[src/rtl/pcr_pkg.sv]
// Purpose: Shared constants and types for the power, clock and reset control block.
// Assumes: aclk at 200 MHz stands for the processor cycle clock.
// Notes: Byte offsets of the AXI4-Lite register map.
package pcr_pkg;
	// ==========================================================
	// Register map
	localparam logic [7:0] CTRL_OFS = 8'h00;
	localparam logic [7:0] IDLE_OFS = 8'h04;
	localparam logic [7:0] STATUS_OFS = 8'h08;
	localparam logic [7:0] MASK_OFS = 8'h0C;
	localparam logic [7:0] MODE_STATUS_OFS = 8'h10;
	localparam logic [1:0] RESP_OKAY = 2'h0;
	localparam logic [1:0] RESP_SLVERR = 2'h2;
	// ==========================================================
	// Field positions
	localparam int CTRL_FORCE_BIT = 0;
	localparam int CTRL_COMMIT_BIT = 1;
	localparam int CTRL_CLEAR_BIT = 2;
	localparam int CTRL_CRYSTAL_OFF_BIT = 3;
	localparam int CTRL_CKODIS_BIT = 4;
	localparam int CTRL_GIE_BIT = 5;
	localparam logic [5:0] CTRL_RESET = 6'h20;
	localparam logic [7:0] MASK_RESET = 8'h00;
	localparam logic [15:0] MODE_STATUS_RESET = 16'h0000;
	localparam logic [13:0] FIRST_FETCH_ADDR = 14'h0000;
	// ==========================================================
	// Slow idle divisor codes
	localparam logic [2:0] DIV_NONE = 3'h0;
	localparam logic [2:0] DIV_16 = 3'h1;
	localparam logic [2:0] DIV_32 = 3'h2;
	localparam logic [2:0] DIV_64 = 3'h3;
	localparam logic [2:0] DIV_128 = 3'h4;
	// ==========================================================
	// Timing: input clock runs at half the cycle rate
	localparam int CYCLES_PER_INPUT_CLOCK = 2;
	localparam int RECOVER_INPUT_CLOCKS = 200;
	localparam int RECOVER_CYCLES = RECOVER_INPUT_CLOCKS * CYCLES_PER_INPUT_CLOCK;
	localparam int CRYSTAL_START_INPUT_CLOCKS = 4096;
	localparam int CRYSTAL_START_CYCLES = CRYSTAL_START_INPUT_CLOCKS * CYCLES_PER_INPUT_CLOCK;
	// ==========================================================
	// States
	typedef enum logic [2:0] {
		PCR_BOOT = 3'b000,
		PCR_RUN = 3'b001,
		PCR_IDLE = 3'b010,
		PCR_DORMANT = 3'b011,
		PCR_WAKE = 3'b100
	} pcr_state_t;
	typedef struct packed {
		logic global_int_enable;
		logic clock_output_disable;
		logic crystal_off;
		logic context_clear;
		logic commit;
		logic sleep_force;
	} pcr_ctrl_t;
endpackage

[src/rtl/pcr_power_ctrl.sv]
// Purpose: Low-power states, cycle clock gating, master reset and boot start of a DSP core.
// Assumes: aclk is the processor cycle clock; pins are asynchronous and synchronised here.
// Notes: Registers over AXI4-Lite; one write and one read outstanding at most.
//
// Decided for this implementation: the AXI4-Lite register port and the address map.
`timescale 1ns/1ps
`default_nettype none
module pcr_power_ctrl #(
	parameter int CRYSTAL_WAIT = pcr_pkg::CRYSTAL_START_CYCLES,
	parameter int IRQ_W = 8
) (
	input wire logic aclk,
	input wire logic aresetn,
	input wire logic [7:0] s_axi_awaddr,
	input wire logic s_axi_awvalid,
	output logic s_axi_awready,
	input wire logic [31:0] s_axi_wdata,
	input wire logic [3:0] s_axi_wstrb,
	input wire logic s_axi_wvalid,
	output logic s_axi_wready,
	output logic [1:0] s_axi_bresp,
	output logic s_axi_bvalid,
	input wire logic s_axi_bready,
	input wire logic [7:0] s_axi_araddr,
	input wire logic s_axi_arvalid,
	output logic s_axi_arready,
	output logic [31:0] s_axi_rdata,
	output logic [1:0] s_axi_rresp,
	output logic s_axi_rvalid,
	input wire logic s_axi_rready,
	input wire logic sleep_request_pin_n,
	input wire logic flag_pin_two,
	input wire logic bus_request_pin_n,
	input wire logic boot_enable,
	input wire logic boot_done,
	input wire logic [IRQ_W-1:0] irq_request,
	input wire logic [2:0] dma_request,
	output logic [2:0] dma_grant,
	output logic core_tick,
	output logic serial_clock_tick,
	output logic timer_tick,
	output logic cycle_clock_output,
	output logic power_down_irq,
	output logic power_down_ack,
	output logic context_restore,
	output logic context_clear_pulse,
	output logic stack_reset,
	output logic boot_start,
	output logic fetch_start,
	output logic [13:0] fetch_addr,
	output logic memory_mode
);
	// ==========================================================
	// Helpers
	function automatic logic [7:0] div_count(input logic [2:0] code);
		case (code)
			pcr_pkg::DIV_16: div_count = 8'h0F;
			pcr_pkg::DIV_32: div_count = 8'h1F;
			pcr_pkg::DIV_64: div_count = 8'h3F;
			pcr_pkg::DIV_128: div_count = 8'h7F;
			default: div_count = 8'h00;
		endcase
	endfunction

	localparam logic [13:0] RECOVER_LAST = 14'(pcr_pkg::RECOVER_CYCLES - 1);
	localparam logic [13:0] CRYSTAL_LAST = 14'(CRYSTAL_WAIT - 1);

	pcr_pkg::pcr_state_t state;
	pcr_pkg::pcr_ctrl_t ctrl;
	logic [IRQ_W-1:0] irq_mask;
	logic [15:0] mode_status;
	logic [2:0] div_code;
	logic [7:0] div_cnt;
	logic [13:0] wake_cnt;
	logic [2:0] sleep_sync;
	logic [2:0] mode_sync;
	logic [2:0] busreq_sync;
	logic sleep_level;
	logic sleep_prev;
	logic pd_pending;
	logic pd_event;
	logic pd_serviced;
	logic boot_issued;
	logic wr_addr_held;
	logic wr_data_held;
	logic [7:0] wr_addr;
	logic [31:0] wr_data;
	logic [3:0] wr_strb;
	logic wr_go;
	logic wake_irq;

	// ==========================================================
	// Pin synchronisers: a change counts once stages two and three agree
	always_ff @(posedge aclk) begin
		sleep_sync <= {sleep_sync[1:0], sleep_request_pin_n};
		mode_sync <= {mode_sync[1:0], flag_pin_two};
		busreq_sync <= {busreq_sync[1:0], bus_request_pin_n};
	end

	always_ff @(posedge aclk) begin
		if (!aresetn) begin
			sleep_level <= 1'b0;
			sleep_prev <= 1'b0;
		end else begin
			if (sleep_sync[1] == sleep_sync[2]) begin
				sleep_level <= !sleep_sync[2];
			end
			sleep_prev <= sleep_level;
		end
	end

	// Mode pin is caught while reset is held, then the pin is a plain flag
	always_ff @(posedge aclk) begin
		if (!aresetn && mode_sync[1] == mode_sync[2]) begin
			memory_mode <= mode_sync[2];
		end
	end

	// ==========================================================
	// AXI4-Lite write path
	assign s_axi_awready = !wr_addr_held && !s_axi_bvalid;
	assign s_axi_wready = !wr_data_held && !s_axi_bvalid;
	assign wr_go = wr_addr_held && wr_data_held && !s_axi_bvalid;

	always_ff @(posedge aclk) begin
		if (!aresetn) begin
			wr_addr_held <= 1'b0;
			wr_data_held <= 1'b0;
			wr_addr <= 8'h00;
			wr_data <= 32'h0000_0000;
			wr_strb <= 4'h0;
			s_axi_bvalid <= 1'b0;
			s_axi_bresp <= pcr_pkg::RESP_OKAY;
		end else begin
			if (s_axi_awvalid && s_axi_awready) begin
				wr_addr_held <= 1'b1;
				wr_addr <= s_axi_awaddr;
			end
			if (s_axi_wvalid && s_axi_wready) begin
				wr_data_held <= 1'b1;
				wr_data <= s_axi_wdata;
				wr_strb <= s_axi_wstrb;
			end
			if (wr_go) begin
				wr_addr_held <= 1'b0;
				wr_data_held <= 1'b0;
				s_axi_bvalid <= 1'b1;
				s_axi_bresp <= (wr_addr[7:2] <= pcr_pkg::MODE_STATUS_OFS[7:2]) ?
					pcr_pkg::RESP_OKAY : pcr_pkg::RESP_SLVERR;
			end else if (s_axi_bready) begin
				s_axi_bvalid <= 1'b0;
			end
		end
	end

	// ==========================================================
	// Software registers
	always_ff @(posedge aclk) begin
		if (!aresetn) begin
			ctrl <= pcr_pkg::CTRL_RESET;
			irq_mask <= IRQ_W'(pcr_pkg::MASK_RESET);
			mode_status <= pcr_pkg::MODE_STATUS_RESET;
		end else begin
			if (wr_go && wr_strb[0] && wr_addr == pcr_pkg::CTRL_OFS) begin
				ctrl <= wr_data[5:0];
			end else if (state == pcr_pkg::PCR_DORMANT) begin
				// Force and commit are one-shot: cleared once dormant
				ctrl.sleep_force <= 1'b0;
				ctrl.commit <= 1'b0;
			end
			if (wr_go && wr_addr == pcr_pkg::MASK_OFS && wr_strb[0]) begin
				irq_mask <= wr_data[IRQ_W-1:0];
			end
			if (wr_go && wr_addr == pcr_pkg::MODE_STATUS_OFS) begin
				if (wr_strb[0]) mode_status[7:0] <= wr_data[7:0];
				if (wr_strb[1]) mode_status[15:8] <= wr_data[15:8];
			end
		end
	end

	// ==========================================================
	// Power-down interrupt: sticky until taken on a core tick, so slow idle still wakes
	assign pd_event = (sleep_level && !sleep_prev) ||
		(wr_go && wr_strb[0] && wr_addr == pcr_pkg::CTRL_OFS &&
		wr_data[pcr_pkg::CTRL_FORCE_BIT] && !ctrl.sleep_force);
	assign pd_serviced = pd_pending && ctrl.global_int_enable && core_tick;

	always_ff @(posedge aclk) begin
		if (!aresetn) begin
			pd_pending <= 1'b0;
			power_down_irq <= 1'b0;
		end else begin
			// A new edge wins over the service of the previous one
			if (pd_event) begin
				pd_pending <= 1'b1;
			end else if (pd_serviced) begin
				pd_pending <= 1'b0;
			end
			power_down_irq <= pd_serviced;
		end
	end

	// ==========================================================
	// Core rate: full rate normally, divided in slow idle
	assign wake_irq = |(irq_request & irq_mask);

	always_ff @(posedge aclk) begin
		if (!aresetn) begin
			div_cnt <= 8'h00;
			core_tick <= 1'b0;
		end else begin
			if (state == pcr_pkg::PCR_DORMANT || state == pcr_pkg::PCR_WAKE) begin
				core_tick <= 1'b0;
				div_cnt <= 8'h00;
			end else if (state == pcr_pkg::PCR_IDLE && div_cnt != 8'h00) begin
				div_cnt <= div_cnt - 8'h01;
				core_tick <= 1'b0;
			end else begin
				div_cnt <= (state == pcr_pkg::PCR_IDLE) ? div_count(div_code) : 8'h00;
				core_tick <= 1'b1;
			end
		end
	end

	assign serial_clock_tick = core_tick;
	assign timer_tick = core_tick;

	// Toggles on each core tick; a half-rate square wave is the best one flop can give
	always_ff @(posedge aclk) begin
		if (!aresetn || ctrl.clock_output_disable) begin
			cycle_clock_output <= 1'b0;
		end else if (core_tick) begin
			cycle_clock_output <= !cycle_clock_output;
		end
	end

	// ==========================================================
	// Main sequencer
	always_ff @(posedge aclk) begin
		if (!aresetn) begin
			state <= pcr_pkg::PCR_BOOT;
			div_code <= pcr_pkg::DIV_NONE;
			wake_cnt <= 14'h0000;
			power_down_ack <= 1'b0;
			context_restore <= 1'b0;
			context_clear_pulse <= 1'b0;
			boot_start <= 1'b0;
			boot_issued <= 1'b0;
			fetch_start <= 1'b0;
			fetch_addr <= pcr_pkg::FIRST_FETCH_ADDR;
		end else begin
			context_restore <= 1'b0;
			context_clear_pulse <= 1'b0;
			fetch_start <= 1'b0;
			case (state)
				pcr_pkg::PCR_BOOT: begin
					// Held while an external bus request is pending
					if (busreq_sync[1] == busreq_sync[2] && busreq_sync[2]) begin
						if (!boot_enable || (boot_issued && boot_done)) begin
							boot_start <= 1'b0;
							fetch_start <= 1'b1;
							fetch_addr <= pcr_pkg::FIRST_FETCH_ADDR;
							state <= pcr_pkg::PCR_RUN;
						end else if (!boot_issued) begin
							boot_start <= 1'b1;
							boot_issued <= 1'b1;
						end
					end
				end
				pcr_pkg::PCR_RUN: begin
					if (ctrl.commit && !pd_pending) begin
						state <= pcr_pkg::PCR_DORMANT;
						power_down_ack <= 1'b1;
					end else if (wr_go && wr_addr == pcr_pkg::IDLE_OFS && wr_strb[0]) begin
						div_code <= (wr_data[2:0] > pcr_pkg::DIV_128) ?
							pcr_pkg::DIV_NONE : wr_data[2:0];
						state <= pcr_pkg::PCR_IDLE;
					end
				end
				pcr_pkg::PCR_IDLE: begin
					// Wake is seen only on a core tick, up to divisor cycles late
					if ((wake_irq || pd_serviced) && core_tick) begin
						state <= pcr_pkg::PCR_RUN;
						div_code <= pcr_pkg::DIV_NONE;
					end
				end
				pcr_pkg::PCR_DORMANT: begin
					if (!sleep_level && !ctrl.sleep_force) begin
						power_down_ack <= 1'b0;
						wake_cnt <= ctrl.crystal_off ? CRYSTAL_LAST : RECOVER_LAST;
						state <= pcr_pkg::PCR_WAKE;
					end
				end
				pcr_pkg::PCR_WAKE: begin
					if (wake_cnt == 14'h0000) begin
						state <= pcr_pkg::PCR_RUN;
						if (ctrl.context_clear) begin
							context_clear_pulse <= 1'b1;
							fetch_start <= 1'b1;
							fetch_addr <= pcr_pkg::FIRST_FETCH_ADDR;
						end else begin
							context_restore <= 1'b1;
						end
					end else begin
						wake_cnt <= wake_cnt - 14'h0001;
					end
				end
				default: state <= pcr_pkg::PCR_BOOT;
			endcase
		end
	end

	// Later resets simply restart the sequencer; no clock wait is added
	assign stack_reset = !aresetn;
	assign dma_grant = (state == pcr_pkg::PCR_RUN || state == pcr_pkg::PCR_IDLE) ?
		dma_request : 3'h0;

	// ==========================================================
	// AXI4-Lite read path, one-cycle answer
	assign s_axi_arready = !s_axi_rvalid;

	always_ff @(posedge aclk) begin
		if (!aresetn) begin
			s_axi_rvalid <= 1'b0;
			s_axi_rdata <= 32'h0000_0000;
			s_axi_rresp <= pcr_pkg::RESP_OKAY;
		end else if (s_axi_arvalid && s_axi_arready) begin
			s_axi_rvalid <= 1'b1;
			s_axi_rresp <= pcr_pkg::RESP_OKAY;
			case (s_axi_araddr)
				pcr_pkg::CTRL_OFS: s_axi_rdata <= {26'h0, ctrl};
				pcr_pkg::IDLE_OFS: s_axi_rdata <= {29'h0, div_code};
				pcr_pkg::STATUS_OFS: s_axi_rdata <= {25'h0, memory_mode, pd_pending,
					sleep_level, power_down_ack, state};
				pcr_pkg::MASK_OFS: s_axi_rdata <= 32'(irq_mask);
				pcr_pkg::MODE_STATUS_OFS: s_axi_rdata <= {16'h0, mode_status};
				default: begin
					s_axi_rdata <= 32'h0000_0000;
					s_axi_rresp <= pcr_pkg::RESP_SLVERR;
				end
			endcase
		end else if (s_axi_rready) begin
			s_axi_rvalid <= 1'b0;
		end
	end
endmodule // pcr_power_ctrl
`default_nettype wire
[config.mk]
export PLATFORM = sky130hd
export DESIGN_NAME = pcr_power_ctrl
export DESIGN_NICKNAME = d
export VERILOG_FILES = /design/src/rtl/pcr_pkg.sv /design/src/rtl/pcr_power_ctrl.sv
export SDC_FILE = /design/constraint.sdc
export NUM_CORES = 1
export LEC_CHECK = 0
export BUFFER_PORTS_ARGS = -buffer_cell sky130_fd_sc_hd__buf_4
export CORE_MARGIN = 1.5
export CORE_UTILIZATION = 57
export DETAILED_ROUTE_END_ITERATION = 16
export PLACE_DENSITY_LB_ADDON = 0.05
export SLEW_MARGIN = 20
export SYNTH_ARGS = -nofsm -noshare
export SYNTH_HDL_FRONTEND = slang
export SYNTH_SLANG_ARGS = --single-unit
[constraint.sdc]
create_clock -name aclk -period 3.83 [get_ports aclk]
set_input_delay 0.1915 -clock aclk [delete_from_list [all_inputs] [get_ports aclk]]
set_output_delay 0.1915 -clock aclk [all_outputs]
set_load 0.01 [all_outputs]
==> results of run 1 <==
## how the worst max path moves through the flow
stage / from / to / slack [ns] / depth (start not counted)
2_1_floorplan: wake_cnt[0] / wake_cnt[9] / 1.67 / 8
3_3_place_gp: wake_cnt[0] / wake_cnt[9] / 1.43 / 7
3_5_place_dp: wake_cnt[0] / wake_cnt[9] / 1.37 / 7
4_1_cts: wake_cnt[0] / wake_cnt[9] / 1.35 / 7
5_1_grt: wake_cnt[0] / wake_cnt[9] / 1.20 / 7
6_report: wake_cnt[0] / wake_cnt[9] / 1.34 / 7
## power groups by stage
stage          Combinational, W  Sequential, W  Clock [W]
2_1_floorplan          0.000191        0.00143          0
3_3_place_gp           0.000251        0.00144          0
3_5_place_dp           0.000258        0.00145          0
4_1_cts                0.000286        0.00142    0.00171
5_1_grt                0.000321        0.00142    0.00177
6_report               0.000291        0.00142    0.00169
## kinds of logic after synthesis
| family | count (synthesis) |
|---|---|
| simple gates | 262 |
| compound gates | 137 |
| flops | 128 |
| buf+inv | 73 |
| mux | 35 |
| xor+xnor | 12 |
| fa+ha+maj | 3 |
| other cells | 1 |
## per-layer routing
layer / vias to the layer above / routed length (um)
met2: 169 / 6910
li1: 2455 / -
met3: 19 / 838
met4: 0 / 144
met5: - / 0
met1: 2353 / 5940
## sequential cells by signal (all words and copies together), names as in the netlist, 2 cells and up
| name | flops |
|---|---|
| div_cnt | 8 |
| wr_data | 16 |
| state | 3 |
| wr_addr | 8 |
| sleep_sync | 3 |
| irq_mask | 8 |
| div_code | 3 |
| wake_cnt | 14 |
| wr_strb | 2 |
| ctrl | 6 |
| mode_sync | 3 |
| s_axi_rdata | 16 |
| mode_status | 16 |
| busreq_sync | 3 |
## cell usage after synthesis (all sizes together), types with 10 or more instances
library cell and n:
nand2 90, nor3 13, a211oi 10, dfxtp 127, mux2i 34, a22oi 19
clkbuf 27, a21oi 52, nor2 85, buf 36, inv 10, o21ai 20
## repair_timing
item / in CTS / in global routing
hold buffers: 33 / 0
setup endpoints to repair: 0 / 0
endpoints found under the hold margin: 33 / 0
## per-stage QoR
step | total power (W) | setup WS, ns | instances
finish | 0.00340 | 1.34 | 912
detailed placement | 0.00170 | 1.37 | 847
global placement | 0.00169 | 1.43 | 847
CTS | 0.00341 | 1.35 | 912
floorplan | 0.00162 | 1.67 | 682
global route | 0.00351 | 1.20 | 912
## cell type report
type,count,area share (%)
clock buffer,21,6.23
clock inverter,11,2.48
inverter,10,0.520
multi-input combinational,481,38.3
sequential,128,35.7
tap,133,2.31
timing repair buffer,128,14.5
## worst min-delay path, stage by stage
cell,delay (ns)
buf_4,0.12
nor2_1,0.10
a211oi_1,0.07
## cells in the final DEF, fill, tap and decap left out, drive strengths merged, types with 8 or more instances in the layout
master       synthesis  routed
nor3b                8       8
nor2                85      85
dlygate4sd3          0      33
nand2               90      90
xnor2                8       8
nor2b                8       8
clkbuf              27      21
a211oi              10      10
o21ai               20      20
inv                 10      12
nor3                13      13
buf                 36      95
dfxtp              127     127
a22oi               19      19
conb                 1      32
mux2i               34      34
a21oi               52      52
==> summary.txt, run 1 <==
Status
  • Status: finished, final reports clean

Worst setup path
  • Reg2reg end: wake_cnt[9]
  • Worst reg2reg path depth: 7
  • Peak per-stage delay on the critical path: 0.62 ns
  • R2R setup slack: approximately 1.3 ns
  • Reg2Reg Launch Point: wake_cnt[0]
  • CP Launch Type: register
  • Crit-path slowest cell: or4b_1
  • WP data required: 4.24 ns
  • Crit path DAT: roughly 2.9 ns
  • CP Max Fanout: 11
  • Cells along the critical path: inv_1 > ha_1 > or4b_1 > o41a_4 > nor2_4 > a21oi_1 > o221a_1
  • CP Class: register to register
  • WP buf/inv: 1
  • CP Capture Type: register
  • CP top delay family: compound AO/OA/AOI/OAI gates

Clocking
  • Number of H-tree levels: 4
  • CTS resizes: 0
  • CTS tree: yes
  • Clock Pin Slew Worst Setup and Hold Paths: 0.06 ns
  • Worst-Skew Late Latency: roughly 0.52 ns
  • Root Driver: clkbuf_8
  • CTS sink count: 128
  • Setup Buffers After CTS: 0
  • Clk buf depth: 2
  • TritonCTS Buffers: 17

Global route
  • Met2 Track Usage GR: 45.7%
  • Largest net degree at the start of global routing: 51
  • M1 GR Usage: about 34%
  • First-pass GRT wire length: 21900 um
  • Initial antenna violation count: 0
  • GRT Residual Overflow: 0
  • M3 GR Usage: 6.50%
  • Vias in the first global route: 4653
  • Grt peak-use layer: met2
  • Total GRT Usage: 27.1%

Logic synthesis
  • Cell taking the most area after synthesis: dfxtp_1
  • Distinct cells, synth: 62
  • Mapped Cells: 651
  • Mux contribution to synthesized area: 6.24%
  • Main combinational cell family by area after synthesis: simple AND/OR/NAND/NOR gates
  • Area share of the largest cell type after synthesis: between 40% and 50%
  • Dominant cells by area after synthesis: dfxtp_1, mux2i_1, nand2_1, nor2_1, a21oi_1
  • Post-Synth Simple-Gate Area: 22.2%
  • Ys async rst share: 0%
  • Sequential share of the synthesized area: 45.7%
  • Post-synth EDFFs: 1
  • Avg Inst Size Synth: slightly below 9 sq um
  • Mapped cell area: between 0.005 and 0.006 sq mm
  • Post-Synth XOR/XNOR Area: 1.87%
  • Post-synthesis compound-gate area fraction: between 10% and 20%
  • Synth Register Bits: 128
  • Synthesis warning total: 0
  • Main synth FF type: dfxtp_1
  • Adder-cell share of the synthesized area: 0.667%

Detailed routing
  • WL final: 13800 um
  • Routed Antenna Nets: 0
  • DR vias/cell: approximately 5.5
  • Initial DRC count: 249
  • DRC viols: 0
  • Routed len/inst: 15.2 um
  • Routed vias: 4996
  • DR pass1 iterations: 5

Timing
  • Rel. slew slack: 27.5%
  • Final Critical Period: approximately 2.5 ns
  • Unrepaired setup endpoints after global routing: false
  • Worst-Margin Slew: 1.08 ns
  • Setup TNS: 0 ns
  • Pins Over Slew Limit: 0
  • Period utilization: 65.0%
  • Skew final: 0.00793 ns
  • Fmax: between 400 and 500 MHz
  • Final setup fails: 0
  • Final hold vios: 0
  • Min Hold Slack: 0.0104 ns

Hold path
  • Worst hold start: s_axi_arvalid
  • Hold Path Class: input pin to register
  • Hold path depth: 3
  • Endpoint, Worst Hold: s_axi_rvalid

Cells and area
  • Final Cell Area: 0.00721 sq mm
  • Final Util: 74.5%
  • Area growth syn-to-layout: 28.1%
  • Layout cells sized above 1: 17.6%
  • Layout net count: 844
  • Storage cell area: 0.00257 sq mm
  • Multi-input gate area: 0.00277 sq mm
  • # fillers: just over 700
  • N_diodes: 0

Die
  • Core area: 0.00968 sq mm
  • Initial core utilization: approximately 58%
  • Die area: between 0.01 and 0.015 sq mm
  • Die X: 102 um
  • Die H: 102 um
  • # rows: 36
  • Num ports: between 100 and 150

Pwr
  • Clk pwr share: 49.8%
  • Net Sw Frac: between 20% and 30%
  • Leakage: 3.09 nW
  • Internal: 0.00261 W
  • Sequential share of power: 41.7%
  • Comb power frac: 8.6%
  • Peak VDD IR: about 340 uV
  • Switching power: 0.000795 W
  • Pwr/cell area: between 400 and 500 mW/mm^2

Placed design
  • Placer Congestion: a little over 0.8
  • HPWL after DPL: 8940 um
  • Placed cell areas: 0.00625 sq mm
  • Port Buffers: 94

Job
  • Max capacitance violation total: 0
(Power assumes the default switching activity.)
==> run 2, diff against run 1 <==
--- a/config.mk
+++ b/config.mk
@@ -7,7 +7,7 @@
 export LEC_CHECK = 0
 export BUFFER_PORTS_ARGS = -buffer_cell sky130_fd_sc_hd__buf_4
 export CORE_MARGIN = 1.5
-export CORE_UTILIZATION = 57
+export CORE_UTILIZATION = 53
 export DETAILED_ROUTE_END_ITERATION = 16
 export PLACE_DENSITY_LB_ADDON = 0.05
 export SLEW_MARGIN = 20
==> constraint.sdc (replaced) <==
create_clock -name aclk -period 2.6 [get_ports aclk]
set_input_delay 0.13 -clock aclk [delete_from_list [all_inputs] [get_ports aclk]]
set_output_delay 0.13 -clock aclk [all_outputs]
set_load 0.01 [all_outputs]
==> run 2 against run 1 <==
Compared with the run above:
- global-route usage decreased by 1.9 points
- first-iteration DRC count increased by 29%
- via count decreased by 0.56%
- clock-buffer cell count decreased by 1
- sequential power increased by 46%
- routed wire length decreased by 2.6%
- design area increased by 0.94%
- critical path type unchanged
- largest cell class unchanged
- highest routed layer unchanged
==> summary.txt, run 2 (synthesized netlist as in run 1, its figures left out) <==
Timing
  • Period utilization: 91.1% (was 65.0%)
  • Min Hold Slack: 0.0470 ns (was 0.0104 ns)
  • Fmax: 422 MHz (was 401 MHz)
  • PnR worst setup slack: 0.232 ns (was 1.34 ns)
  • Pins Over Slew Limit: 0 (unchanged)
  • Setup TNS: 0 ns (unchanged)
  • Skew final: 0.0112 ns (was 0.00793 ns)
  • Rel. slew slack: 52.8% (was 27.5%)
  • Final setup fails: 0 (unchanged)
  • Final Critical Period: 2.37 ns (was 2.49 ns)
  • Final hold vios: 0 (unchanged)
  • Unrepaired setup endpoints after global routing: false (unchanged)
  • Worst-Margin Slew: 0.708 ns (was 1.08 ns)

Detailed routing
  • Routed vias: 4968 (was 4996)
  • Routed Antenna Nets: 0 (unchanged)
  • DR pass1 iterations: 6 (was 5)
  • DRC viols: 0 (unchanged)
  • WL final: 13500 um (was 13800 um)
  • DR vias/cell: 5.37 (was 5.48)
  • Routed len/inst: 14.5 um (was 15.2 um)
  • Initial DRC count: 321 (was 249)

Die
  • Die H: 106 um (was 102 um)
  • Num ports: 145 (unchanged)
  • Die X: 106 um (was 102 um)
  • Die area: 0.0113 sq mm (was 0.0105 sq mm)
  • Core area: 0.0103 sq mm (was 0.00968 sq mm)
  • Initial core utilization: 54.6% (was 58.2%)
  • # rows: 37 (was 36)

Cells and area
  • Final Util: 70.5% (was 74.5%)
  • Layout net count: 855 (was 844)
  • Commonest cells after routing, fill and taps aside: dfxtp_1, buf_4, nand2_1 (unchanged)
  • N_diodes: 0 (unchanged)
  • Commonest non-fill, non-tap cell in the layout: dfxtp_1 (unchanged)
  • Final Cell Area: 0.00728 sq mm (was 0.00721 sq mm)
  • Layout cells sized above 1: 18.7% (was 17.6%)
  • Largest regs: mode_status x16, s_axi_rdata x16, wr_data x16 (unchanged)
  • Area growth syn-to-layout: 29.3% (was 28.1%)
  • # fillers: 800 (was 719)

Placed design
  • HPWL after DPL: 8990 um (was 8940 um)
  • Pre-CTS WS: 0.233 ns (was 1.37 ns)
  • Placed cell areas: 0.00633 sq mm (was 0.00625 sq mm)
  • Port Buffers: 94 (unchanged)
  • Placer Congestion: 0.833 (was 0.813)

Worst setup path
  • Cells along the critical path: inv_1 > ha_1 > or4b_1 > o41a_4 > nor2_4 > a21oi_1 > o221a_1 (unchanged)
  • Crit path DAT: 2.78 ns (was 2.90 ns)
  • WP buf/inv: 1 (unchanged)
  • CP Capture Type: register (unchanged)
  • CP top delay family: compound AO/OA/AOI/OAI gates (unchanged)
  • Peak per-stage delay on the critical path: 0.54 ns (was 0.62 ns)
  • WP data required: 3.01 ns (was 4.24 ns)
  • CP Launch Type: register (unchanged)
  • CP Max Fanout: 11 (unchanged)
  • CP Class: register to register (unchanged)
  • Crit-path slowest cell: or4b_1 (unchanged)

Global route
  • Vias in the first global route: 4753 (was 4653)
  • GRT Residual Overflow: 0 (unchanged)
  • Total GRT Usage: 25.2% (was 27.1%)
  • Largest net degree at the start of global routing: 47 (was 51)
  • First-pass GRT wire length: 22600 um (was 21900 um)
  • Initial antenna violation count: 0 (unchanged)

Pwr
  • Pwr/cell area: 674 mW/mm^2 (was 472 mW/mm^2)
  • Peak VDD IR: 597 uV (was 344 uV)
  • Leakage: 3.13 nW (was 3.09 nW)

Clocking
  • Root Driver: clkbuf_8 (unchanged)
  • TritonCTS Buffers: 17 (unchanged)
  • Setup Buffers After CTS: 0 (unchanged)
  • CTS tree: yes (unchanged)
  • Worst-Skew Late Latency: 0.52 ns (about the same)
  • Clk buf depth: 2 (unchanged)
  • CTS sink count: 128 (unchanged)
  • Clock Pin Slew Worst Setup and Hold Paths: 0.07 ns (was 0.06 ns)
  • Number of H-tree levels: 4 (unchanged)

Status
  • Status: finished, final reports clean (unchanged)

Job
  • Max capacitance violation total: 0 (unchanged)

Hold path
  • Hold Path Class: input pin to register (unchanged)
run 2: cell types whose count changed in the layout (fill, tap and decap cells not counted), sizes merged:
cell,delta
buf,+10
inv,-2
clkinvlp,+1
dlygate4sd3,+1
bufinv,-1
clkinv,+3
clkbuf,-1
run 2: metrics by stage:
stage / std cells / power (W)
5_1_grt: 926 / 0.00510
3_5_place_dp: 860 / 0.00252
6_report: 926 / 0.00491
2_1_floorplan: 682 / 0.00239
3_3_place_gp: 860 / 0.00251
4_1_cts: 926 / 0.00494
run 2: area by class of cell:
cell class / count / area, sq um / area share, %
timing repair buffer: 139 / 1130 / 15.5
inverter: 10 / 37.5 / 0.516
multi-input combinational: 481 / 2770 / 38.0
clock inverter: 12 / 161 / 2.22
tap: 136 / 170 / 2.34
clock buffer: 20 / 445 / 6.12
sequential: 128 / 2570 / 35.3
run 2: final timing paths:
check | slack [ns] | depth (start not counted) | from | endpoint
worst max-delay path | 0.23 | 7 | wake_cnt[0] | wake_cnt[9]
worst min-delay path | 0.05 | 3 | s_axi_araddr[2] | s_axi_rdata[0]
worst max register to register | 0.23 | 7 | wake_cnt[0] | wake_cnt[9]
worst min register to register | 0.33 | 0 | sleep_sync[0] | sleep_sync[1]
run 2: routing by layer:
layer | up-vias | track usage, % | part of all wire, %
met3 | 8 | 5.82 | 4.9
met5 | - | 0 | 0
met2 | 139 | 41.7 | 50
met1 | 2343 | 32.5 | 44
met4 | 0 | 8.30 | 1.1
li1 | 2478 | - | -
run 2: timing repair:
item | 4_1_cts | 5_1_grt
setup endpoints to repair | 0 | 1
gates resized for setup | 0 | 0
hold buffers | 34 | 0
hold endpoints to repair | 36 | 0
run 2: power by group:
part / internal (W) / leakage (nW) / total [W] / switching (W)
sequential: 0.00202 / 1.04 / 0.00208 / 0.0000595
combinational: 0.000204 / 1.80 / 0.000437 / 0.000233
clock: 0.00152 / 0.287 / 0.00239 / 0.000872
total: 0.00374 / 3.13 / 0.00491 / 0.00116
run 2: worst reg2reg max path, delay by kind of cell, from the launching register on:
| family | cells | cell delay, ns |
|---|---|---|
| compound gates | 3 | 0.84 |
| fa+ha+maj | 1 | 0.22 |
| buf+inv | 1 | 0.09 |
| flops | 1 | 0.32 |
| simple gates | 2 | 0.80 |
==> run 3, diff against run 2 <==
--- a/config.mk
+++ b/config.mk
@@ -9,7 +9,7 @@
 export CORE_MARGIN = 1.5
 export CORE_UTILIZATION = 53
 export DETAILED_ROUTE_END_ITERATION = 16
-export PLACE_DENSITY_LB_ADDON = 0.05
+export PLACE_DENSITY = 0.85
 export SLEW_MARGIN = 20
 export SYNTH_ARGS = -nofsm -noshare
 export SYNTH_HDL_FRONTEND = slang
==> run 3 against run 2 <==
Compared with the run above:
- utilization fell by 0.44 points
- die area stayed put
- setup slack lost 0.028 ns
- non-clock buffer count is 3 lower
- sequential power is essentially flat
- clock power is 5% lower
- sequential share of layout area grew 0.22 points
- critical path type unchanged
- largest power group unchanged
==> summary.txt, run 3 (synthesized netlist as in run 1, its figures left out) <==
Status
  • Status: finished, final reports clean (unchanged)

Placed design
  • Placed cells: 857 (was 860)
  • Port Buffers: 94 (unchanged)
  • Placed cell areas: 0.00632 sq mm (was 0.00633 sq mm)
  • HPWL after DPL: 9470 um (was 8990 um)
  • Placer Congestion: 0.859 (was 0.833)

Timing
  • Fmax: 417 MHz (was 422 MHz)
  • Skew final: 0.0101 ns (was 0.0112 ns)
  • Final Critical Period: 2.40 ns (was 2.37 ns)
  • Period utilization: 92.1% (was 91.1%)
  • Final hold vios: 0 (unchanged)
  • Worst-Margin Slew: 0.672 ns (was 0.708 ns)
  • Unrepaired setup endpoints after global routing: false (unchanged)
  • Rel. slew slack: 55.1% (was 52.8%)
  • Pins Over Slew Limit: 0 (unchanged)
  • Final setup fails: 0 (unchanged)
  • Setup TNS: 0 ns (unchanged)

Worst setup path
  • Cells along the critical path: inv_1 > ha_1 > or4b_1 > buf_4 > o41ai_4 > o311ai_0 > nor2_1 > o31a_1 (was inv_1 > ha_1 > or4b_1 > o41a_4 > nor2_4 > a21oi_1 > o221a_1)
  • CP Class: register to register (unchanged)
  • Crit-path slowest cell: or4b_1 (unchanged)
  • CP Max Fanout: 6 (was 11)
  • Peak per-stage delay on the critical path: 0.55 ns (was 0.54 ns)
  • CP Launch Type: register (unchanged)
  • Crit path DAT: 2.87 ns (was 2.78 ns)
  • WP data required: 3.07 ns (was 3.01 ns)
  • R2R setup slack: 0.20 ns (was 0.23 ns)
  • Worst reg2reg path depth: 8 (was 7)
  • CP Capture Type: register (unchanged)

Detailed routing
  • Routed len/inst: 16.0 um (was 14.5 um)
  • WL final: 14700 um (was 13500 um)
  • Initial DRC count: 373 (was 321)
  • DRC viols: 0 (unchanged)
  • Routed vias: 5174 (was 4968)
  • DR pass1 iterations: 5 (was 6)
  • DR vias/cell: 5.61 (was 5.37)
  • Routed Antenna Nets: 0 (unchanged)

Hold path
  • Hold Path Class: input pin to register (unchanged)
  • Hold path depth: 3 (unchanged)

Pwr
  • Peak VDD IR: 489 uV (was 597 uV)
  • Pwr/cell area: 663 mW/mm^2 (was 674 mW/mm^2)
  • Leakage: 3.11 nW (was 3.13 nW)

Clocking
  • Clk buf depth: 2 (unchanged)
  • Worst-Skew Late Latency: 0.53 ns (was 0.52 ns)
  • Setup Buffers After CTS: 0 (unchanged)
  • CTS resizes: 0 (unchanged)
  • CTS tree: yes (unchanged)
  • Root Driver: clkbuf_8 (unchanged)
  • TritonCTS Buffers: 17 (unchanged)
  • Clock Pin Slew Worst Setup and Hold Paths: 0.06 ns (was 0.07 ns)
  • CTS sink count: 128 (unchanged)
  • Number of H-tree levels: 4 (unchanged)

Die
  • Num ports: 145 (unchanged)
  • Core area: 0.0103 sq mm (unchanged)
  • # rows: 37 (unchanged)
  • Die X: 106 um (unchanged)
  • Initial core utilization: 54.6% (unchanged)
  • Die area: 0.0113 sq mm (unchanged)
  • Die H: 106 um (unchanged)

Global route
  • First-pass GRT wire length: 23900 um (was 22600 um)
  • Total GRT Usage: 26.9% (was 25.2%)
  • Largest net degree at the start of global routing: 65 (was 47)
  • GRT Residual Overflow: 0 (unchanged)
  • Initial antenna violation count: 0 (unchanged)
  • Vias in the first global route: 5044 (was 4753)

Cells and area
  • Final Util: 70.1% (was 70.5%)
  • N_diodes: 0 (unchanged)
  • Commonest cells after routing, fill and taps aside: dfxtp_1, buf_4, nand2_1 (unchanged)
  • Largest regs: mode_status x16, s_axi_rdata x16, wr_data x16 (unchanged)
  • Layout cells sized above 1: 18.6% (was 18.7%)
  • Final Cell Area: 0.00724 sq mm (was 0.00728 sq mm)
  • Layout net count: 852 (was 855)
  • # fillers: 729 (was 800)
  • Area growth syn-to-layout: 28.5% (was 29.3%)
  • Commonest non-fill, non-tap cell in the layout: dfxtp_1 (unchanged)
  • Fin cells: 923 (was 926)

Job
  • Max capacitance violation total: 0 (unchanged)
==> run 3: layer usage <==
layer  global-route usage [%]  wire [um]  vias up  share of wire, %
li1                         -          -     2472                 -
met1                     31.6       5960     2442                40
met2                     47.8       7560      236                51
met3                     6.44       1030       24               7.0
met4                     9.56        192        0               1.3
met5                        0          0        -                 0
==> run 3: path summary, 6_finish.rpt <==
kind,to,startpoint
max,state[0],wake_cnt[0]
min,s_axi_rdata[1],s_axi_araddr[2]
max reg2reg,state[0],wake_cnt[0]
min reg2reg,busreq_sync[1],busreq_sync[0]
==> run 3: per-stage QoR <==
step	power (W)	setup slack, ns	hold slack, ns
floorplan	0.00239	0.444	0.158
global placement	0.00250	0.319	0.235
detailed placement	0.00252	0.181	0.236
CTS	0.00480	0.137	0.00214
global route	0.00496	0.0548	0.0679
finish	0.00480	0.205	0.0273
==> run 3: area by class of cell <==
type | instances | area (sq um) | area share (%)
multi-input cells | 481 | 2770 | 38.2
flip-flops and latches | 128 | 2570 | 35.6
repair buffers | 136 | 1120 | 15.5
clock buffers | 18 | 428 | 5.91
well taps | 136 | 170 | 2.35
clock inverters | 14 | 144 | 1.99
inverters | 10 | 37.5 | 0.519
==> run 3: report_power, final <==
group | leakage, nW | internal [W] | total (W) | switching [W]
logic | 1.79 | 0.000204 | 0.000442 | 0.000238
clock network | 0.276 | 0.00132 | 0.00226 | 0.000940
registers | 1.04 | 0.00202 | 0.00209 | 0.0000683
==> run 3: worst max-delay path: cells and delay by family (launching register included) <==
family | cells | cell delay, ns
AOI/OAI and AO/OA | 3 | 0.81
adders and majority gates | 1 | 0.22
buffers and inverters | 2 | 0.30
DFF | 1 | 0.33
and+or+nand+nor | 2 | 0.69
==> run 3: what timing repair did <==
| action | CTS | global route |
|---|---|---|
| hold buffers | 34 | 0 |
| hold endpoints to repair | 38 | 0 |
| setup endpoints to repair | 0 | 1 |
